[src/logic/ebc_defines.vh]
`ifndef EBC_DEFINES_VH
`define EBC_DEFINES_VH

// bus dimensions
`define EBC_ADDR_W 20
`define EBC_DATA_W 16
`define EBC_CS_N 4

// address line groups that may fall back to port pins
`define EBC_MID_LO 12
`define EBC_MID_HI 15
`define EBC_UPPER_LO 16
`define EBC_UPPER_HI 19
// multiplexed low data byte rides on these address lines
`define EBC_MUX_LO 1
`define EBC_MUX_HI 8
// area select bits of the 1 Mbyte space
`define EBC_AREA_HI 19
`define EBC_AREA_LO 18

// address width codes for addr_width_out
`define EBC_WIDTH_12 2'h0
`define EBC_WIDTH_16 2'h1
`define EBC_WIDTH_20 2'h2

// strobe styles
`define EBC_STYLE_SINGLE 1'h0
`define EBC_STYLE_SEPARATE 1'h1

// reset values
`define EBC_ADDR_RST 20'h00000
`define EBC_DATA_RST 16'h0000
`define EBC_CS_RST 4'hF

`endif

[src/logic/ebc_arbiter.v]
`timescale 1ns/1ps
module ebc_arbiter
(
	// clock and reset
	input wire clk_in,
	input wire rst_in,
	input wire ce_in,
	// requesters
	input wire hold_req_in,
	input wire dma_req_in,
	input wire cpu_req_in,
	input wire cpu_lock_in,
	// grant is only taken when the bus is free
	input wire take_in,
	output wire grant_hold_out,
	output wire grant_dma_out,
	output wire grant_cpu_out
);
	reg lock_reg;

	// the first half of a split odd word keeps the dma engine out until the second half
	assign grant_hold_out = hold_req_in; // [RULE_18]
	assign grant_dma_out = !hold_req_in && dma_req_in && !lock_reg; // [RULE_18] [RULE_19]
	assign grant_cpu_out = !hold_req_in && cpu_req_in && !(dma_req_in && !lock_reg); // [RULE_18]

	always @(posedge clk_in or posedge rst_in)
	begin
		if (rst_in)
			lock_reg <= 1'b0;
		else if (ce_in && take_in && grant_cpu_out)
			lock_reg <= cpu_lock_in; // [RULE_19]
	end
endmodule

[src/logic/ebc_bus_ctrl.v]
// What this block does
// [RULE_01] address bus width selectable 12, 16, 20
// [RULE_02] two port-select bits encode width; one combination illegal
// [RULE_03] address undefined until first external access
// [RULE_04] sixteen-line external data bus
// [RULE_05] width select pin held constant while running
// [RULE_06] each chip select pin port or select
// [RULE_07] 1 Mbyte: four areas; 4 Mbyte: bank number
// [RULE_08] strobe style selects BYTE_HIGH_ENABLE_N/WR or STORE_LOW_STROBE_N/STORE_HIGH_STROBE_N
// [RULE_09] separate style: low, high, both strobes
// [RULE_10] single style: byte enable plus address bit zero
// [RULE_11] ALE strobes address on multiplexed space
// [RULE_12] ready low at last falling edge adds wait
// [RULE_13] bus outputs frozen during a wait state
// [RULE_14] ready high at falling edge resumes cycle
// [RULE_15] ready honoured only when area wait bit zero
// [RULE_16] hold entered after current access, kept while low
// [RULE_17] grant pin low throughout hold
// [RULE_18] priority: hold, then dma engine, then cpu
// [RULE_19] no dma between halves of odd word
// [RULE_20] hold floats address, data, selects, strobes
// [RULE_21] hold floats port groups 0,1,3,4; freezes 6-10
// [RULE_22] watchdog stops during hold, peripherals run
// [RULE_23] multiplexed space: even addresses only, data on A1-A8
// [RULE_24] bus clock output at cpu rate when enabled
// [RULE_25] wait disabled area ignores ready input
`timescale 1ns/1ps
`include "ebc_defines.vh"
module ebc_bus_ctrl
(
	// clock, reset, enable
	input wire clk_in,
	input wire rst_in,
	input wire ce_in,
	// configuration
	input wire expansion_mode_in,
	input wire upper_addr_port_select_in,
	input wire mid_addr_port_select_in,
	input wire strobe_style_select_in,
	input wire mem_4mb_mode_in,
	input wire [3:0] bank_num_in,
	input wire [3:0] chip_select_enable_n_in,
	input wire [3:0] chip_select_wait_sel_in,
	input wire [3:0] mux_area_in,
	input wire bclk_out_disable_in,
	// cpu request
	input wire cpu_req_in,
	input wire cpu_lock_in,
	input wire cpu_wr_in,
	input wire cpu_word_in,
	input wire [19:0] cpu_addr_in,
	input wire [15:0] cpu_wdata_in,
	output wire cpu_ack_out,
	// dma engine request
	input wire dma_req_in,
	input wire dma_wr_in,
	input wire dma_word_in,
	input wire [19:0] dma_addr_in,
	input wire [15:0] dma_wdata_in,
	output wire dma_ack_out,
	// read data of the last cycle
	output reg [15:0] rdata_out,
	// external pins
	output reg [19:0] addr_out,
	output reg [19:0] addr_oe_out,
	input wire [15:0] data_pin_in,
	output reg [15:0] data_out,
	output reg data_oe_out,
	output reg [3:0] chip_select_n_pin_out,
	output reg [3:0] chip_select_oe_out,
	output reg read_strobe_n_out,
	output reg store_low_strobe_n_out,
	output reg store_high_bhe_n_out,
	output reg strobe_oe_out,
	output reg addr_latch_enable_out,
	output wire bus_clock_out,
	output reg bus_yield_grant_n_out,
	input wire wait_request_n_in,
	input wire bus_yield_request_n_in,
	input wire width_select_pin_in,
	// status
	output wire [1:0] addr_width_out,
	output wire width_mode_error_out,
	output wire port_float_out,
	output wire port_freeze_out,
	output wire wdt_stop_out,
	output wire bus_busy_out
);
	localparam [2:0] ST_IDLE = 3'h0;
	localparam [2:0] ST_ADDR = 3'h1;
	localparam [2:0] ST_STRB = 3'h2;
	localparam [2:0] ST_WAIT = 3'h3;
	localparam [2:0] ST_END = 3'h4;
	localparam [2:0] ST_HOLD = 3'h5;

	reg [2:0] state_reg;
	reg [2:0] state_next;
	reg phase_reg;
	reg addr_valid_reg;
	reg req_dma_reg;
	reg req_wr_reg;
	reg req_word_reg;
	reg [19:0] req_addr_reg;
	reg [15:0] req_wdata_reg;
	reg cpu_ack_reg;
	reg dma_ack_reg;

	wire rdy_n_sync;
	wire hold_n_sync;
	wire byte_sync;
	wire [15:0] data_sync;
	wire grant_hold;
	wire grant_dma;
	wire grant_cpu;
	wire fall;
	wire take;
	wire [1:0] area;
	wire area_mux;
	wire area_wait_en;
	wire style_sep;
	wire in_cycle;
	wire in_strobe;
	wire even_byte;
	wire odd_byte;

	// pins from the outside world pass two flops first
	ebc_sync2 #(.WIDTH(3), .RST_VAL(3'h7)) u_ctl_sync
	(
		.clk_in(clk_in),
		.rst_in(rst_in),
		.ce_in(ce_in),
		.async_in({wait_request_n_in, bus_yield_request_n_in, width_select_pin_in}),
		.sync_out({rdy_n_sync, hold_n_sync, byte_sync})
	);

	ebc_sync2 #(.WIDTH(16), .RST_VAL(`EBC_DATA_RST)) u_data_sync
	(
		.clk_in(clk_in),
		.rst_in(rst_in),
		.ce_in(ce_in),
		.async_in(data_pin_in),
		.sync_out(data_sync)
	);

	ebc_arbiter u_arb
	(
		.clk_in(clk_in),
		.rst_in(rst_in),
		.ce_in(ce_in),
		.hold_req_in(!hold_n_sync),
		.dma_req_in(dma_req_in),
		.cpu_req_in(cpu_req_in),
		.cpu_lock_in(cpu_lock_in),
		.take_in(take),
		.grant_hold_out(grant_hold),
		.grant_dma_out(grant_dma),
		.grant_cpu_out(grant_cpu)
	);

	// one bus state per bus clock period; the machine steps on its falling edge
	assign fall = ce_in && phase_reg;
	assign bus_clock_out = phase_reg && !bclk_out_disable_in; // [RULE_24]
	assign take = fall && state_reg == ST_IDLE && expansion_mode_in;

	assign area = req_addr_reg[`EBC_AREA_HI:`EBC_AREA_LO];
	assign area_mux = mux_area_in[area];
	assign area_wait_en = !chip_select_wait_sel_in[area]; // [RULE_15] [RULE_25]
	// the 8-bit bus (width pin high) only knows the single store strobe
	assign style_sep = strobe_style_select_in == `EBC_STYLE_SEPARATE && !byte_sync; // [RULE_08]
	assign in_cycle = state_reg == ST_ADDR || state_reg == ST_STRB || state_reg == ST_WAIT || state_reg == ST_END;
	assign in_strobe = state_reg == ST_STRB || state_reg == ST_WAIT;
	// a word is taken as even-aligned; an odd word is split by the cpu into two byte cycles
	assign even_byte = req_word_reg || !req_addr_reg[0] || area_mux;
	assign odd_byte = (req_word_reg || req_addr_reg[0]) && !area_mux && !byte_sync; // [RULE_23]

	assign addr_width_out = !mid_addr_port_select_in && !upper_addr_port_select_in ? `EBC_WIDTH_20 :
		!mid_addr_port_select_in ? `EBC_WIDTH_16 : `EBC_WIDTH_12; // [RULE_01] [RULE_02]
	assign width_mode_error_out = mid_addr_port_select_in && !upper_addr_port_select_in; // [RULE_02]
	assign port_float_out = state_reg == ST_HOLD; // [RULE_21]
	assign port_freeze_out = state_reg == ST_HOLD; // [RULE_21]
	assign wdt_stop_out = state_reg == ST_HOLD; // [RULE_22]
	assign bus_busy_out = state_reg != ST_IDLE;
	assign cpu_ack_out = cpu_ack_reg;
	assign dma_ack_out = dma_ack_reg;

	always @*
	begin
		state_next = state_reg;
		case (state_reg)
			ST_IDLE:
			begin
				if (!expansion_mode_in)
					state_next = ST_IDLE;
				else if (grant_hold)
					state_next = ST_HOLD; // [RULE_16]
				else if (grant_dma || grant_cpu)
					state_next = ST_ADDR;
			end
			ST_ADDR:
				state_next = ST_STRB;
			ST_STRB:
			begin
				if (!rdy_n_sync && area_wait_en)
					state_next = ST_WAIT; // [RULE_12]
				else
					state_next = ST_END; // [RULE_25]
			end
			ST_WAIT:
			begin
				if (rdy_n_sync)
					state_next = ST_END; // [RULE_14]
			end
			ST_END:
				state_next = ST_IDLE;
			ST_HOLD:
			begin
				if (hold_n_sync)
					state_next = ST_IDLE; // [RULE_16]
			end
			default:
				state_next = ST_IDLE;
		endcase
	end

	always @(posedge clk_in or posedge rst_in)
	begin
		if (rst_in)
		begin
			state_reg <= ST_IDLE;
			phase_reg <= 1'b0;
			addr_valid_reg <= 1'b0;
			req_dma_reg <= 1'b0;
			req_wr_reg <= 1'b0;
			req_word_reg <= 1'b0;
			req_addr_reg <= `EBC_ADDR_RST;
			req_wdata_reg <= `EBC_DATA_RST;
			cpu_ack_reg <= 1'b0;
			dma_ack_reg <= 1'b0;
			rdata_out <= `EBC_DATA_RST;
		end
		else if (ce_in)
		begin
			phase_reg <= !phase_reg;
			cpu_ack_reg <= 1'b0;
			dma_ack_reg <= 1'b0;
			if (!expansion_mode_in)
				addr_valid_reg <= 1'b0; // [RULE_03]
			if (fall)
			begin
				state_reg <= state_next;
				if (take && !grant_hold && (grant_dma || grant_cpu))
				begin
					addr_valid_reg <= 1'b1; // [RULE_03]
					req_dma_reg <= grant_dma;
					req_wr_reg <= grant_dma ? dma_wr_in : cpu_wr_in;
					req_word_reg <= grant_dma ? dma_word_in : cpu_word_in;
					req_addr_reg <= grant_dma ? dma_addr_in : cpu_addr_in;
					req_wdata_reg <= grant_dma ? dma_wdata_in : cpu_wdata_in;
				end
				if (state_reg == ST_END)
				begin
					// synchronised pins still show what stood during the strobe
					if (!req_wr_reg)
						rdata_out <= data_sync;
					cpu_ack_reg <= !req_dma_reg;
					dma_ack_reg <= req_dma_reg;
				end
			end
		end
	end

	// pin outputs follow state, latched request and configuration inputs, so a wait state freezes them
	always @(posedge clk_in or posedge rst_in)
	begin
		if (rst_in)
		begin
			addr_out <= `EBC_ADDR_RST;
			addr_oe_out <= `EBC_ADDR_RST;
			data_out <= `EBC_DATA_RST;
			data_oe_out <= 1'b0;
			chip_select_n_pin_out <= `EBC_CS_RST;
			chip_select_oe_out <= 4'h0;
			read_strobe_n_out <= 1'b1;
			store_low_strobe_n_out <= 1'b1;
			store_high_bhe_n_out <= 1'b1;
			strobe_oe_out <= 1'b0;
			addr_latch_enable_out <= 1'b0;
			bus_yield_grant_n_out <= 1'b1;
		end
		else if (ce_in)
		begin
			bus_yield_grant_n_out <= state_reg != ST_HOLD; // [RULE_17]
			// hold floats address, data, select and strobe outputs; ALE is simply kept low there
			if (state_reg == ST_HOLD)
			begin
				addr_oe_out <= 20'h00000; // [RULE_20]
				data_oe_out <= 1'b0; // [RULE_20]
				chip_select_oe_out <= 4'h0; // [RULE_20]
				strobe_oe_out <= 1'b0; // [RULE_20]
				addr_latch_enable_out <= 1'b0;
			end
			else
			begin
				strobe_oe_out <= expansion_mode_in;
				chip_select_oe_out <= expansion_mode_in ? ~chip_select_enable_n_in : 4'h0; // [RULE_06]
				// old address lingers between cycles; nothing driven before the first access
				addr_oe_out <= {20{addr_valid_reg && expansion_mode_in}} &
					{{4{!upper_addr_port_select_in}}, {4{!mid_addr_port_select_in}}, 12'hFFF}; // [RULE_01] [RULE_03]
				if (in_cycle)
				begin
					addr_out <= req_addr_reg; // [RULE_13]
					if (area_mux)
					begin
						addr_out[0] <= 1'b0; // [RULE_23]
						if (in_strobe || state_reg == ST_END)
						begin
							addr_out[`EBC_MUX_HI:`EBC_MUX_LO] <= req_wdata_reg[7:0]; // [RULE_23]
							if (!req_wr_reg)
								addr_oe_out[`EBC_MUX_HI:`EBC_MUX_LO] <= 8'h00;
						end
					end
				end
				addr_latch_enable_out <= state_reg == ST_ADDR && !phase_reg && area_mux; // [RULE_11] address outlives it
				data_out <= req_wdata_reg;
				data_oe_out <= in_cycle && state_reg != ST_ADDR && req_wr_reg && !area_mux; // [RULE_04]
				if (in_cycle)
				begin
					if (mem_4mb_mode_in)
						chip_select_n_pin_out <= bank_num_in; // [RULE_07]
					else
						chip_select_n_pin_out <= ~(4'h1 << area); // [RULE_07]
				end
				else if (!mem_4mb_mode_in)
					chip_select_n_pin_out <= `EBC_CS_RST;
				read_strobe_n_out <= !(in_strobe && !req_wr_reg); // [RULE_09] [RULE_10]
				if (style_sep)
				begin
					store_low_strobe_n_out <= !(in_strobe && req_wr_reg && even_byte); // [RULE_09]
					store_high_bhe_n_out <= !(in_strobe && req_wr_reg && odd_byte); // [RULE_09]
				end
				else
				begin
					store_low_strobe_n_out <= !(in_strobe && req_wr_reg); // [RULE_10]
					store_high_bhe_n_out <= !(in_cycle && odd_byte); // [RULE_10]
				end
			end
		end
	end
endmodule

[src/logic/ebc_sync2.v]
`timescale 1ns/1ps
module ebc_sync2 #(
	parameter WIDTH = 1,
	parameter [WIDTH-1:0] RST_VAL = {WIDTH{1'b0}}
)
(
	// clock and reset
	input wire clk_in,
	input wire rst_in,
	input wire ce_in,
	// level from outside the clock domain
	input wire [WIDTH-1:0] async_in,
	output wire [WIDTH-1:0] sync_out
);
	reg [WIDTH-1:0] meta_reg;
	reg [WIDTH-1:0] sync_reg;

	always @(posedge clk_in or posedge rst_in)
	begin
		if (rst_in)
		begin
			meta_reg <= RST_VAL;
			sync_reg <= RST_VAL;
		end
		else if (ce_in)
		begin
			meta_reg <= async_in;
			sync_reg <= meta_reg;
		end
	end

	assign sync_out = sync_reg;
endmodule

[config.mk]
export PLATFORM = sky130hd
export DESIGN_NAME = ebc_bus_ctrl
export DESIGN_NICKNAME = d
export VERILOG_FILES = /design/src/logic/ebc_arbiter.v /design/src/logic/ebc_bus_ctrl.v /design/src/logic/ebc_sync2.v
export VERILOG_INCLUDE_DIRS = /design/src /design/src/logic
export SDC_FILE = /design/constraint.sdc
export NUM_CORES = 1
export LEC_CHECK = 0
export BUFFER_PORTS_ARGS = -buffer_cell sky130_fd_sc_hd__buf_4
export CAP_MARGIN = 20
export CORE_ASPECT_RATIO = 0.7
export CORE_MARGIN = 1
export CORE_UTILIZATION = 45
export CTS_CLUSTER_DIAMETER = 150
export CTS_CLUSTER_SIZE = 24
export DETAILED_ROUTE_END_ITERATION = 10
export PLACE_DENSITY = 0.72
export SLEW_MARGIN = 5
export SYNTH_ARGS = -nofsm -noshare
export SYNTH_HDL_FRONTEND = slang
export SYNTH_HIERARCHICAL = 1
export SYNTH_SLANG_ARGS = --single-unit
[constraint.sdc]
create_clock -name clk_in -period 7.5 [get_ports clk_in]
set_clock_uncertainty 0.1 [all_clocks]
set_input_delay 2.25 -clock clk_in [delete_from_list [all_inputs] [get_ports clk_in]]
set_output_delay 2.25 -clock clk_in [all_outputs]
set_load 0.005 [all_outputs]
==> results.json <==
{
  "outcome": "complete, no violations",
  "track_usage_pct": 21.8,
  "grt_pass1_vias": 5342,
  "path_buf_inv": 2,
  "num_vias": 5163,
  "io_buffers": 219,
  "fin_crit_ns": 5.05,
  "synth_ff_type": "dfrtp_1",
  "routabilityCongestion": 0.825,
  "yosysMostFrequentCell": "dfrtp_1",
  "grt_pass1_wl_mm": 26.4,
  "hold_buffers": 0,
  "holdWs_ns": 0.366,
  "grt_max_degree": 80,
  "slew_headroom_pct": 28.6,
  "cts.sinks": 156,
  "hold_violations": 0,
  "cts_tree": "yes",
  "setup_tns_ns": 0,
  "dp_slack_ns": 2.45,
  "p_total_mw": 3.16,
  "finalSetupViolCount": 0,
  "dpl.cell_count": 979,
  "slew_violations": 0,
  "synth_nets": 739,
  "dp_hpwl_mm": 12.1,
  "clk_pin_slew_ns": 0.06,
  "postSynthCellCount": 616,
  "switching_share_pct": 31.0,
  "cts_setup_buffers": 0,
  "die_area_mm2": 0.0161,
  "fin_cells": 1010,
  "arrival_ns": 2.70,
  "wl_mm": 16.9,
  "fmax_ghz": 0.198,
  "cts_buffers": 17,
  "cp_top_family": "buffers and inverters",
  "drive_gt1_share_pct": 40.6,
  "viasPerCell": 5.11,
  "clk_path_buf_depth": 2,
  "n_antenna_cell": 0,
  "die_width_um": 151,
  "nets": 927,
  "crit_chain": "buf_4, nor2b_1, buf_4",
  "antenna_found_initial": 0,
  "wire_per_inst_um": 16.7,
  "cts_htree_levels": 4,
  "seqPwrFrac_pct": 42.9,
  "synth_top_area_share_pct": 50.8,
  "worstMarginPinSlew_ns": 1.07,
  "synth_edf_count": 0,
  "combinationalPowerShare_pct": 29.7,
  "cp_common_cell": "buf_4",
  "p_sw_uw": 980,
  "core_mm2": 0.0150,
  "critPathLaunchType": "input port",
  "max_stage_delay_ns": 0.19,
  "endpoint_kind": "primary output",
  "syn_area_per_cell_um2": 11.4,
  "start_util_pct": 46.8,
  "yosysTopAreaCell": "dfrtp_1",
  "die_h_um": 106,
  "synth_commonest_cells": "dfrtp_1, nand2_1, mux2i_1",
  "drc": 0,
  "pwr-share-clk_pct": 27.4,
  "crit_fanout": 1,
  "netlist_area_mm2": 0.00700,
  "grt-ovfl-total": 0,
  "p_per_area_mw_per_mm2": 345,
  "first_pass_iters": 4,
  "num_io_pins": 220,
  "setup_ws_ns": 2.45,
  "ir_drop_mv": 0.183,
  "leakage_nw": 4.60,
  "min_path_type": "reg -> reg",
  "critPathRequiredTime_ns": 5.15,
  "internal_power_mw": 2.18,
  "clockRootBuffer": "clkbuf_16",
  "min_period_over_period_pct": 67.4,
  "n_fill_cell": 1188,
  "cts-resized-gates": 0,
  "synthDistinctLibCells": 44,
  "crit_type": "in -> out",
  "rows": 37,
  "ys_ff_latch": 156,
  "rsz0062_at_grt": "false",
  "clock_latency_ns": 0.42,
  "slowest_stage": "nor2b_1",
  "synthTopCellsByArea": "dfrtp_1, mux2_4, mux2i_1, nand2_1, dfstp_2",
  "synth-seq-area-share_pct": 56.1,
  "initialDrtViolationCount": 226,
  "syn_to_final_growth_pct": 30.9,
  "cap_violations": 0,
  "async_reset_ff_share_pct": 100,
  "ant_nets": 0,
  "ys_warn_count": 6,
  "rrSetupSlack_ns": 4.64
}
## metal layers
layer  wire length [um]  track usage [%]
met1               7130             27.3
met2               8430             36.6
met5                  0                0
met4                107             6.36
met3               1240             6.22
## stage by stage
| stage | instance area (um^2) | util, % |
|---|---|---|
| finish | 9160 | 61.2 |
| global route | 9160 | 61.2 |
| CTS | 9150 | 61.2 |
| detailed placement | 8560 | 57.2 |
| global placement | 8560 | 57.2 |
| floorplan | 7000 | - |
## power by group through the flow
stage	Clock [mW]	Combinational (mW)	Sequential, mW
3_5_place_dp	0	0.945	1.37
5_1_grt	0.921	1.04	1.39
4_1_cts	0.888	0.949	1.36
3_3_place_gp	0	0.914	1.35
2_1_floorplan	0	0.558	1.30
6_report	0.866	0.938	1.36
## tightest hold or removal path: cells and delay by family, from the launching register on
family,cells,cell delay [ns]
flip-flops,1,0.34
AND/OR/NAND/NOR,2,0.10
## cells by family (layout without fill, tap and decap cells)
| group | after synthesis | count (layout) | synth area share [%] |
|---|---|---|---|
| buffers and inverters | 79 | 278 | 6.51 |
| DFF | 156 | 156 | 56.1 |
| muxes | 107 | 107 | 18.6 |
| AOI/OAI and AO/OA | 80 | 80 | 6.55 |
| and+or+nand+nor | 193 | 193 | 12.2 |
| xor gates and xnor gates | 1 | 1 | 0.125 |
## cell usage in the layout (no fill, tap or decap), drive strengths merged, types with 2 or more instances in the layout
master / instances
a21oi: 38
a22o: 4
buf: 226
bufinv: 3
clkbuf: 21
clkinv: 3
clkinvlp: 2
dfrtp: 142
dfstp: 14
inv: 23
mux2: 55
mux2i: 50
mux4: 2
nand2: 106
nand2b: 5
nand3: 7
nor2: 49
nor2b: 7
nor3: 5
nor3b: 2
nor4: 3
o211ai: 4
o21ai: 18
o22ai: 10
## worst paths after layout
check	startpoint	endpoint	depth (start not counted)
max	bclk_out_disable_in	bus_clock_out	3
min	req_addr_reg[11]	addr_out[11]	2
max reg2reg	u_ctl_sync/sync_out[1]	req_dma_reg	7
min reg2reg	req_addr_reg[11]	addr_out[11]	2
max in group asynchronous	rst_in	data_out[13]	3
min in group asynchronous	rst_in	u_arb/lock_reg	2
## layout make-up
cell class | instances | area [um^2] | share of cell area, %
repair buffers | 226 | 1700 | 18.5
multi-input cells | 381 | 2620 | 28.6
flip-flops and latches | 156 | 3920 | 42.8
clock buffers | 21 | 450 | 4.92
clock inverters | 9 | 140 | 1.53
well taps | 195 | 244 | 2.66
inverters | 22 | 85.1 | 0.929
Power figures use the tool's default switching activity.
